## src/rtl/mis_exec_map.vh

```
/*
  Constants for the instruction execution block: operation codes
  from the decoder, arithmetic constants and default sizes.
  Assumes the decoder presents one operation code per cycle.
*/
`ifndef MIS_EXEC_MAP_VH
`define MIS_EXEC_MAP_VH

// operation codes, 5 bits wide
`define MIS_OP_W 5
`define MIS_OP_NOP 5'h00
`define MIS_OP_ADC_W 5'h01
`define MIS_OP_ADC_M 5'h02
`define MIS_OP_ADD_W 5'h03
`define MIS_OP_ADD_I 5'h04
`define MIS_OP_ADD_M 5'h05
`define MIS_OP_AND_W 5'h06
`define MIS_OP_AND_I 5'h07
`define MIS_OP_AND_M 5'h08
`define MIS_OP_CALL 5'h09
`define MIS_OP_ZERO_M 5'h0A
`define MIS_OP_BITCLR 5'h0B
`define MIS_OP_KICK 5'h0C
`define MIS_OP_PRE1 5'h0D
`define MIS_OP_PRE2 5'h0E
`define MIS_OP_INV_M 5'h0F
`define MIS_OP_INV_W 5'h10
`define MIS_OP_BCD 5'h11
`define MIS_OP_DEC_M 5'h12
`define MIS_OP_DEC_W 5'h13
`define MIS_OP_HALT 5'h14

// arithmetic constants
`define MIS_BYTE_ZERO 8'h00
`define MIS_BYTE_ONE 8'h01
`define MIS_BCD_LIMIT 5'h09
`define MIS_BCD_FIX 5'h06

// reset values
`define MIS_W_RST 8'h00
`define MIS_FLAG_RST 1'h0

// default sizes
`define MIS_PC_W 11
`define MIS_STACK_DEPTH 6
`define MIS_SP_W 3
`define MIS_WDT_PRE_W 8
`define MIS_WDT_CNT_W 8

`endif

```

## src/rtl/mis_exec.v

```verilog
/*
  Execution datapath of the 8-bit core for the add, and, call,
  clear, watchdog, complement, decimal adjust, decrement and
  power-down operations, with flags, watchdog and call stack.
  Assumes the decoder supplies the addressed data byte on op_mem
  in the cycle of op_valid and holds the write address for the
  following cycle, when mem_we_r is seen.
*/
`include "mis_exec_map.vh"
`default_nettype none

module mis_exec #(
  parameter PC_W = `MIS_PC_W,
  parameter STACK_DEPTH = `MIS_STACK_DEPTH,
  parameter SP_W = `MIS_SP_W,
  parameter WDT_PRE_W = `MIS_WDT_PRE_W,
  parameter WDT_CNT_W = `MIS_WDT_CNT_W
) (
  // clock and reset
  input wire clk,
  input wire resetn,
  // operation from the decoder
  input wire op_valid,
  input wire [`MIS_OP_W-1:0] op_code,
  input wire [7:0] op_mem,
  input wire [7:0] op_imm,
  input wire [2:0] op_bit,
  input wire [PC_W-1:0] op_target,
  output wire op_accept,
  // wake from power-down
  input wire wake_req,
  // data memory write
  output reg mem_we_r,
  output reg [7:0] mem_wdata_r,
  // working register and status flags
  output reg [7:0] working_register_r,
  output reg carry_r,
  output reg half_carry_flag_r,
  output reg zero_r,
  output reg twos_complement_range_flag_r,
  output reg timeout_flag_r,
  output reg sleep_flag_r,
  // program counter and stack
  output reg [PC_W-1:0] pc_r,
  output reg stack_push_r,
  output reg [PC_W-1:0] stack_data_r,
  output reg [SP_W-1:0] stack_level_r,
  // power and watchdog state
  output wire sys_clk_en,
  output reg halted_r,
  output reg [WDT_CNT_W-1:0] watchdog_counter_r,
  output reg wdt_expire_r
);

  localparam integer SP_LAST_I = STACK_DEPTH - 1;
  localparam [SP_W-1:0] SP_LAST = SP_LAST_I[SP_W-1:0];
  localparam [SP_W-1:0] SP_ONE = 1;
  localparam [PC_W-1:0] PC_ONE = 1;
  reg [WDT_PRE_W-1:0] wdt_pre_r;
  reg pre_first_seen_r;
  reg pre_second_seen_r;
  reg [PC_W-1:0] stack_mem [0:STACK_DEPTH-1];
  reg [SP_W-1:0] sp_r;
  // next-state values
  reg [7:0] w_nxt;
  reg c_nxt;
  reg ac_nxt;
  reg z_nxt;
  reg ov_nxt;
  reg we_nxt;
  reg [7:0] wd_nxt;
  reg wdt_clr;
  reg pre1_nxt;
  reg pre2_nxt;
  reg halt_go;
  reg push_go;
  // adder operands and results
  reg [7:0] add_b;
  reg add_cin;
  wire [4:0] add_lo;
  wire [4:0] add_hi;
  wire [7:0] add_sum;
  wire add_ov;
  // bcd adjust terms
  wire [4:0] bcd_lo_raw;
  wire bcd_lo_fix;
  wire [4:0] bcd_lo;
  wire [4:0] bcd_hi_raw;
  wire bcd_hi_fix;
  wire [4:0] bcd_hi;
  wire [7:0] bcd_byte;
  wire [7:0] dec_byte;
  wire [7:0] and_m;
  wire [7:0] and_i;
  wire [7:0] bit_mask;
  wire go;
  wire pre_tick;
  wire wdt_timeout;
  // no op is taken while the clock is gated
  assign op_accept = op_valid & ~halted_r;
  assign go = op_accept;
  assign sys_clk_en = ~halted_r;
  // shared adder, split at the nibble for half carry
  assign add_lo = {1'b0, working_register_r[3:0]} + {1'b0, add_b[3:0]} + {4'h0, add_cin};
  assign add_hi = {1'b0, working_register_r[7:4]} + {1'b0, add_b[7:4]} + {4'h0, add_lo[4]};
  assign add_sum = {add_hi[3:0], add_lo[3:0]};
  assign add_ov = (working_register_r[7] == add_b[7]) && (add_sum[7] != working_register_r[7]);
  // decimal adjust: low nibble carry feeds the high nibble
  assign bcd_lo_raw = {1'b0, working_register_r[3:0]};
  assign bcd_lo_fix = (bcd_lo_raw > `MIS_BCD_LIMIT) | half_carry_flag_r;
  assign bcd_lo = bcd_lo_fix ? bcd_lo_raw + `MIS_BCD_FIX : bcd_lo_raw;
  assign bcd_hi_raw = {1'b0, working_register_r[7:4]} + {4'h0, bcd_lo[4]};
  assign bcd_hi_fix = (bcd_hi_raw > `MIS_BCD_LIMIT) | carry_r;
  assign bcd_hi = bcd_hi_fix ? bcd_hi_raw + `MIS_BCD_FIX : bcd_hi_raw;
  assign bcd_byte = {bcd_hi[3:0], bcd_lo[3:0]};
  assign dec_byte = op_mem - `MIS_BYTE_ONE;
  assign and_m = working_register_r & op_mem;
  assign and_i = working_register_r & op_imm;
  assign bit_mask = ~(`MIS_BYTE_ONE << op_bit);
  // prescaler wraps every 2^WDT_PRE_W clocks
  assign pre_tick = &wdt_pre_r;
  assign wdt_timeout = pre_tick & (&watchdog_counter_r);
  always @* begin
    add_b = op_mem;
    add_cin = 1'b0;
    case (op_code)
      `MIS_OP_ADC_W: add_cin = carry_r;
      `MIS_OP_ADC_M: add_cin = carry_r;
      `MIS_OP_ADD_I: add_b = op_imm;
      default: add_cin = 1'b0;
    endcase
  end
  // every flag defaults to its held value
  always @* begin
    w_nxt = working_register_r;
    c_nxt = carry_r;
    ac_nxt = half_carry_flag_r;
    z_nxt = zero_r;
    ov_nxt = twos_complement_range_flag_r;
    we_nxt = 1'b0;
    wd_nxt = mem_wdata_r;
    wdt_clr = 1'b0;
    pre1_nxt = pre_first_seen_r;
    pre2_nxt = pre_second_seen_r;
    halt_go = 1'b0;
    push_go = 1'b0;
    if (go) begin
      case (op_code)
        `MIS_OP_ADC_W, `MIS_OP_ADD_W, `MIS_OP_ADD_I, `MIS_OP_ADC_M, `MIS_OP_ADD_M: begin
          if ((op_code == `MIS_OP_ADC_M) || (op_code == `MIS_OP_ADD_M)) begin
            we_nxt = 1'b1;
            wd_nxt = add_sum;
          end else begin
            w_nxt = add_sum;
          end
          c_nxt = add_hi[4];
          ac_nxt = add_lo[4];
          z_nxt = (add_sum == `MIS_BYTE_ZERO);
          ov_nxt = add_ov;
        end
        `MIS_OP_AND_W: begin
          w_nxt = and_m;
          z_nxt = (and_m == `MIS_BYTE_ZERO);
        end
        `MIS_OP_AND_I: begin
          w_nxt = and_i;
          z_nxt = (and_i == `MIS_BYTE_ZERO);
        end
        `MIS_OP_AND_M: begin
          we_nxt = 1'b1;
          wd_nxt = and_m;
          z_nxt = (and_m == `MIS_BYTE_ZERO);
        end
        `MIS_OP_CALL: begin
          push_go = 1'b1;
        end
        `MIS_OP_ZERO_M: begin
          we_nxt = 1'b1;
          wd_nxt = `MIS_BYTE_ZERO;
        end
        `MIS_OP_BITCLR: begin
          we_nxt = 1'b1;
          wd_nxt = op_mem & bit_mask;
        end
        `MIS_OP_KICK: begin
          wdt_clr = 1'b1;
          pre1_nxt = 1'b0;
          pre2_nxt = 1'b0;
        end
        `MIS_OP_PRE1, `MIS_OP_PRE2: begin
          // a repeat of the same preclear is not its own partner
          if ((op_code == `MIS_OP_PRE1) ? pre_second_seen_r : pre_first_seen_r) begin
            wdt_clr = 1'b1;
            pre1_nxt = 1'b0;
            pre2_nxt = 1'b0;
          end else if (op_code == `MIS_OP_PRE1) begin
            pre1_nxt = 1'b1;
          end else begin
            pre2_nxt = 1'b1;
          end
        end
        `MIS_OP_INV_M: begin
          we_nxt = 1'b1;
          wd_nxt = ~op_mem;
          z_nxt = (~op_mem == `MIS_BYTE_ZERO);
        end
        `MIS_OP_INV_W: begin
          w_nxt = ~op_mem;
          z_nxt = (~op_mem == `MIS_BYTE_ZERO);
        end
        `MIS_OP_BCD: begin
          we_nxt = 1'b1;
          wd_nxt = bcd_byte;
          c_nxt = bcd_hi_fix ? 1'b1 : carry_r;
        end
        `MIS_OP_DEC_M: begin
          we_nxt = 1'b1;
          wd_nxt = dec_byte;
          z_nxt = (dec_byte == `MIS_BYTE_ZERO);
        end
        `MIS_OP_DEC_W: begin
          w_nxt = dec_byte;
          z_nxt = (dec_byte == `MIS_BYTE_ZERO);
        end
        `MIS_OP_HALT: begin
          halt_go = 1'b1;
          wdt_clr = 1'b1;
        end
        default: w_nxt = working_register_r;
      endcase
    end
  end

  // datapath registers
  always @(posedge clk or negedge resetn) begin
    if (!resetn) begin
      working_register_r <= `MIS_W_RST;
      carry_r <= `MIS_FLAG_RST;
      half_carry_flag_r <= `MIS_FLAG_RST;
      zero_r <= `MIS_FLAG_RST;
      twos_complement_range_flag_r <= `MIS_FLAG_RST;
      mem_we_r <= 1'b0;
      mem_wdata_r <= `MIS_BYTE_ZERO;
      pre_first_seen_r <= 1'b0;
      pre_second_seen_r <= 1'b0;
    end else begin
      working_register_r <= w_nxt;
      carry_r <= c_nxt;
      half_carry_flag_r <= ac_nxt;
      zero_r <= z_nxt;
      twos_complement_range_flag_r <= ov_nxt;
      mem_we_r <= we_nxt;
      mem_wdata_r <= wd_nxt;
      pre_first_seen_r <= pre1_nxt;
      pre_second_seen_r <= pre2_nxt;
    end
  end

  // program counter and push bookkeeping
  always @(posedge clk or negedge resetn) begin
    if (!resetn) begin
      pc_r <= {PC_W{1'b0}};
      stack_push_r <= 1'b0;
      stack_data_r <= {PC_W{1'b0}};
      sp_r <= {SP_W{1'b0}};
      stack_level_r <= {SP_W{1'b0}};
    end else begin
      stack_push_r <= push_go;
      if (push_go) begin
        stack_data_r <= pc_r + PC_ONE;
        pc_r <= op_target;
        // a full stack wraps and overwrites the oldest entry
        sp_r <= (sp_r == SP_LAST) ? {SP_W{1'b0}} : sp_r + SP_ONE;
        if (stack_level_r != SP_LAST + SP_ONE) begin
          stack_level_r <= stack_level_r + SP_ONE;
        end
      end else if (go) begin
        pc_r <= pc_r + PC_ONE;
      end
    end
  end

  // stack storage needs no reset
  always @(posedge clk) begin
    if (push_go) begin
      stack_mem[sp_r] <= pc_r + PC_ONE;
    end
  end

  // watchdog runs on while halted so a timeout can wake the core
  always @(posedge clk or negedge resetn) begin
    if (!resetn) begin
      wdt_pre_r <= {WDT_PRE_W{1'b0}};
      watchdog_counter_r <= {WDT_CNT_W{1'b0}};
      wdt_expire_r <= 1'b0;
    end else begin
      wdt_expire_r <= wdt_timeout & ~wdt_clr;
      if (wdt_clr) begin
        wdt_pre_r <= {WDT_PRE_W{1'b0}};
        watchdog_counter_r <= {WDT_CNT_W{1'b0}};
      end else begin
        wdt_pre_r <= wdt_pre_r + {{(WDT_PRE_W-1){1'b0}}, 1'b1};
        if (pre_tick) begin
          watchdog_counter_r <= watchdog_counter_r + {{(WDT_CNT_W-1){1'b0}}, 1'b1};
        end
      end
    end
  end

  // timeout and sleep flags; a timeout set wins over a clear
  always @(posedge clk or negedge resetn) begin
    if (!resetn) begin
      timeout_flag_r <= 1'b0;
      sleep_flag_r <= 1'b0;
    end else begin
      if (wdt_timeout) begin
        timeout_flag_r <= 1'b1;
      end else if (wdt_clr) begin
        timeout_flag_r <= 1'b0;
      end
      if (halt_go) begin
        sleep_flag_r <= 1'b1;
      end else if (wdt_clr) begin
        sleep_flag_r <= 1'b0;
      end
    end
  end

  // power-down state; contents are held since nothing is accepted
  always @(posedge clk or negedge resetn) begin
    if (!resetn) begin
      halted_r <= 1'b0;
    end else if (halt_go) begin
      halted_r <= 1'b1;
    end else if (halted_r && (wake_req || wdt_timeout)) begin
      halted_r <= 1'b0;
    end
  end

endmodule

`default_nettype wire

```

## config.mk

```make
export PLATFORM = sky130hd
export DESIGN_NAME = mis_exec
export DESIGN_NICKNAME = d
export VERILOG_FILES = /design/src/rtl/mis_exec.v
export VERILOG_INCLUDE_DIRS = /design/src /design/src/rtl
export SDC_FILE = /design/constraint.sdc
export NUM_CORES = 1
export LEC_CHECK = 0
export BUFFER_PORTS_ARGS = -buffer_cell sky130_fd_sc_hd__buf_2
export CAP_MARGIN = 40
export CELL_PAD_IN_SITES_DETAIL_PLACEMENT = 1
export CELL_PAD_IN_SITES_GLOBAL_PLACEMENT = 1
export CORE_MARGIN = 3
export CORE_UTILIZATION = 25
export CTS_CLUSTER_SIZE = 14
export DETAILED_ROUTE_END_ITERATION = 6
export PLACE_DENSITY_LB_ADDON = 0.1
export RECOVER_POWER = 25
export SLEW_MARGIN = 20
export SYNTH_ARGS = -nofsm -noshare
export SYNTH_HDL_FRONTEND = slang
export SYNTH_SLANG_ARGS = --single-unit
```

## constraint.sdc

```tcl
create_clock -name clk -period 3.35 [get_ports clk]
set_input_delay 0.67 -clock clk [delete_from_list [all_inputs] [get_ports clk]]
set_output_delay 0.67 -clock clk [all_outputs]
set_load 0.02 [all_outputs]
```

==> summary.txt <==
Floorplan
  • # IOs: 100
  • Die footprint: ~23,000 um^2
  • Die width: between 150 and 200 um
  • Core Area: between 20,000 and 25,000 um^2
  • Initial core utilization: 0.255
  • Die Span Y: 150 um
  • Row cnt: 52

Synth
  • Most frequent cell after synthesis: dfrtp_1
  • Seq cells post-synth: 69
  • Async SR Flop Fraction: 1.00
  • Netlist cell types: 77
  • Synth area leader: dfrtp_1
  • Sequential area share after synthesis: 0.332
  • Mux cell area share after synthesis: 0.0269
  • EDFF count, synth: 0
  • Largest cells by area after synthesis: dfrtp_1, ha_1, nand2_1
  • Commonest cells post-synth: dfrtp_1, nand2_1, nor2_1
  • YS warnings: 0
  • Simple-Gate Fraction of Synth Area: 0.232
  • XOR/XNOR share of the synthesized area: 0.0556
  • Mapped Cells: 609
  • Synthesized area: 5200 um^2
  • Primary FF master, synth: dfrtp_1
  • Top-area cell type share of the netlist area: 0.332
  • Post-Syn Nets: 670
  • Avg Inst Size Synth: about 8.5 um^2
  • Largest family of logic cells by synthesized area: compound AO/OA/AOI/OAI gates
  • Synth Area in Compound Gates: 0.243
  • Post-Synth Adder-Cell Area: 0.0587

Global routing
  • Largest net degree at the start of global routing: 42
  • Vias in the first global route: between 5,000 and 6,000
  • Initial antenna violation count: 0
  • GRT overflow: 0
  • GR Util All Layers: 0.182
  • First-pass GRT wire length: between 30,000 and 40,000 um

Cells and area
  • Area of the multi-input gates: 3310 um^2
  • Layout Nets: 786
  • Filler cells: 2,424
  • Area Overhead vs Synth: 27.6%
  • Sequential cell area: 1730 um^2
  • Diode count: 0
  • Proportion of layout cells with a drive suffix above 1: 0.278

Run status
  • Status: complete, but fails checks
  • Failing checks: capacitance limit, slew limit, setup timing

Route
  • Router iterations before antenna repair: 5
  • Final wirelength: 20,100 um
  • DR vias: roughly 5,200
  • Vias per cell: 5.22
  • Drt initial violations: 318
  • DR DRC count: 0
  • WL/cell: between 20 and 25 um
  • ANT nets after route: 0

Power
  • Maximum vdd ir drop: between 0.0003 and 0.0004 V
  • Leakage dissipation: 2.92 nW
  • P per Cell Area: approximately 750 nW/um^2

Clock tree
  • Clk root buf: clkbuf_16
  • Clk sinks: 69
  • TritonCTS clock tree: built
  • Clock buffer depth: 2
  • CTS HTree Levels: 3
  • Hold-fix buffers at CTS: 0
  • Worst skew pair latency: ~350 ps
  • CTS clk-pin slew, worst paths: 70 ps
  • Num CTS Buffers: 9

Worst setup path
  • Worst setup SP type: input pin
  • CP required: roughly 3600 ps
  • Critical path endpoint category: register
  • R2R Setup Slk: -140 ps
  • Critical path class: in -> reg
  • Crit path max fanout: 3
  • Crit path arrival time: between 3000 and 4000 ps

STA
  • RSZ-0062 raised after global routing: true
  • Final worst path period share: 1.05
  • Fmax: 285 MHz
  • Final WS setup: -153 ps
  • Worst-margin pin slew: 1860 ps
  • Slew headroom: -0.241
  • Tmin final: 3500 ps
  • Fin Hold WS: 467 ps
  • Final setup fails: 2
  • Final Hold Fails: 0
  • Pins over their slew limit: 30
  • Clk_skew: 11.3 ps
  • Setup TNS: -257 ps

Place
  • Final HPWL DP: 15,500 um
  • RePlAce Congestion: 0.843
  • IO buf count: 99
  • Placement Setup Slack: -594 ps

Flow run
  • MaxCap Viol Count: 1

Hold path
  • Hold Crit Class: reg -> reg
-- cell type report --
type,count,share of cell area
multi-input combinational,478,0.499
clock buffer,9,0.0339
clock inverter,7,0.0124
sequential,69,0.260
timing repair buffer,145,0.132
inverter,22,0.0124
tap,270,0.0509
-- power breakdown --
| part | internal [mW] | total, mW | switching (mW) |
|---|---|---|---|
| clock network | 0.590 | 1.03 | 0.441 |
| registers | 1.12 | 1.51 | 0.388 |
| logic | 1.04 | 2.42 | 1.38 |
-- routing by layer --
layer	vias to the layer above	track usage	share of wire	routed length, um
met2	110	0.308	0.49	9910
li1	2477	-	-	-
met3	19	0.0286	0.037	751
met5	-	0	0	0
met1	2610	0.243	0.45	9130
met4	0	0.0480	0.017	342
-- cell usage in the layout (no fill, tap or decap), types with 7 or more instances in the layout --
master      n
buf_2      94
dfrtp_1    69
nand2_1    60
nor2_1     46
buf_4      43
a21oi_1    39
o21ai_0    35
nand3_1    21
inv_1      20
xor2_1     18
ha_1       18
nand4_1    13
xnor2_1    13
nand3b_1    9
o22ai_1     9
clkbuf_16   9
nor3_1      8
a31oi_1     8
nor2b_1     8
mux2_2      8
nand2b_1    8
a22oi_1     7
a22o_1      7
-- cells by family after synthesis --
group	count (synthesis)
AND/OR/NAND/NOR	225
flip-flops	69
AO/OA/AOI/OAI	185
multiplexers	13
buffers and inverters	62
XOR/XNOR	33
adder cells (fa/ha/maj)	22
-- worst paths after layout --
check / to / start / cells after the start
worst max register to register: working_register_r[5]$_DFFE_PN0P_ / carry_r$_DFFE_PN0P_ / 15
worst min-delay path: stack_data_r[1]$_DFFE_PN0P_ / stack_data_r[1]$_DFFE_PN0P_ / 2
max in group asynchronous: watchdog_counter_r[1]$_DFFE_PN0P_ / resetn / 2
worst min register to register: stack_data_r[1]$_DFFE_PN0P_ / stack_data_r[1]$_DFFE_PN0P_ / 2
min in group asynchronous: stack_data_r[8]$_DFFE_PN0P_ / resetn / 1
worst max-delay path: working_register_r[5]$_DFFE_PN0P_ / op_code[4] / 15
-- what timing repair did --
| item | CTS | global route |
|---|---|---|
| buffers inserted | 1 | 2 |
| endpoints found under the hold margin | 0 | 0 |
| pin swaps | 6 | 4 |
| gates cloned | 0 | 0 |
| setup endpoints to repair | 5 | 7 |
| gates resized for setup | 13 | 7 |
-- critical path, cell delays in order --
cell	delay, ps
buf_8	110
nor2b_4	130
nand3_4	120
mux2i_2	210
fa_2	250
inv_2	40
fa_2	350
a21o_1	170
a21o_1	180
fa_2	360
fa_2	440
buf_4	150
buf_6	110
a222oi_1	340
o21ai_1	90
-- sequential cells by signal (all words and copies together), names as in the netlist, 3 cells and up --
signal,count
watchdog_counter_r,8
working_register_r,8
stack_data_r,11
mem_wdata_r,8
pc_r,11
stack_level_r,3
wdt_pre_r,8
-- stage by stage --
step | instances | util | area [um^2] | power (mW)
after floorplan | 609 | - | 5300 | 2.92
after global placement | 980 | 0.306 | 6230 | 3.83
after detailed placement | 981 | 0.307 | 6250 | 3.90
after CTS | 998 | 0.324 | 6600 | 4.99
after global routing | 1000 | 0.326 | 6640 | 5.34
final | 1000 | 0.326 | 6640 | 4.96
(Power assumes the default switching activity.)
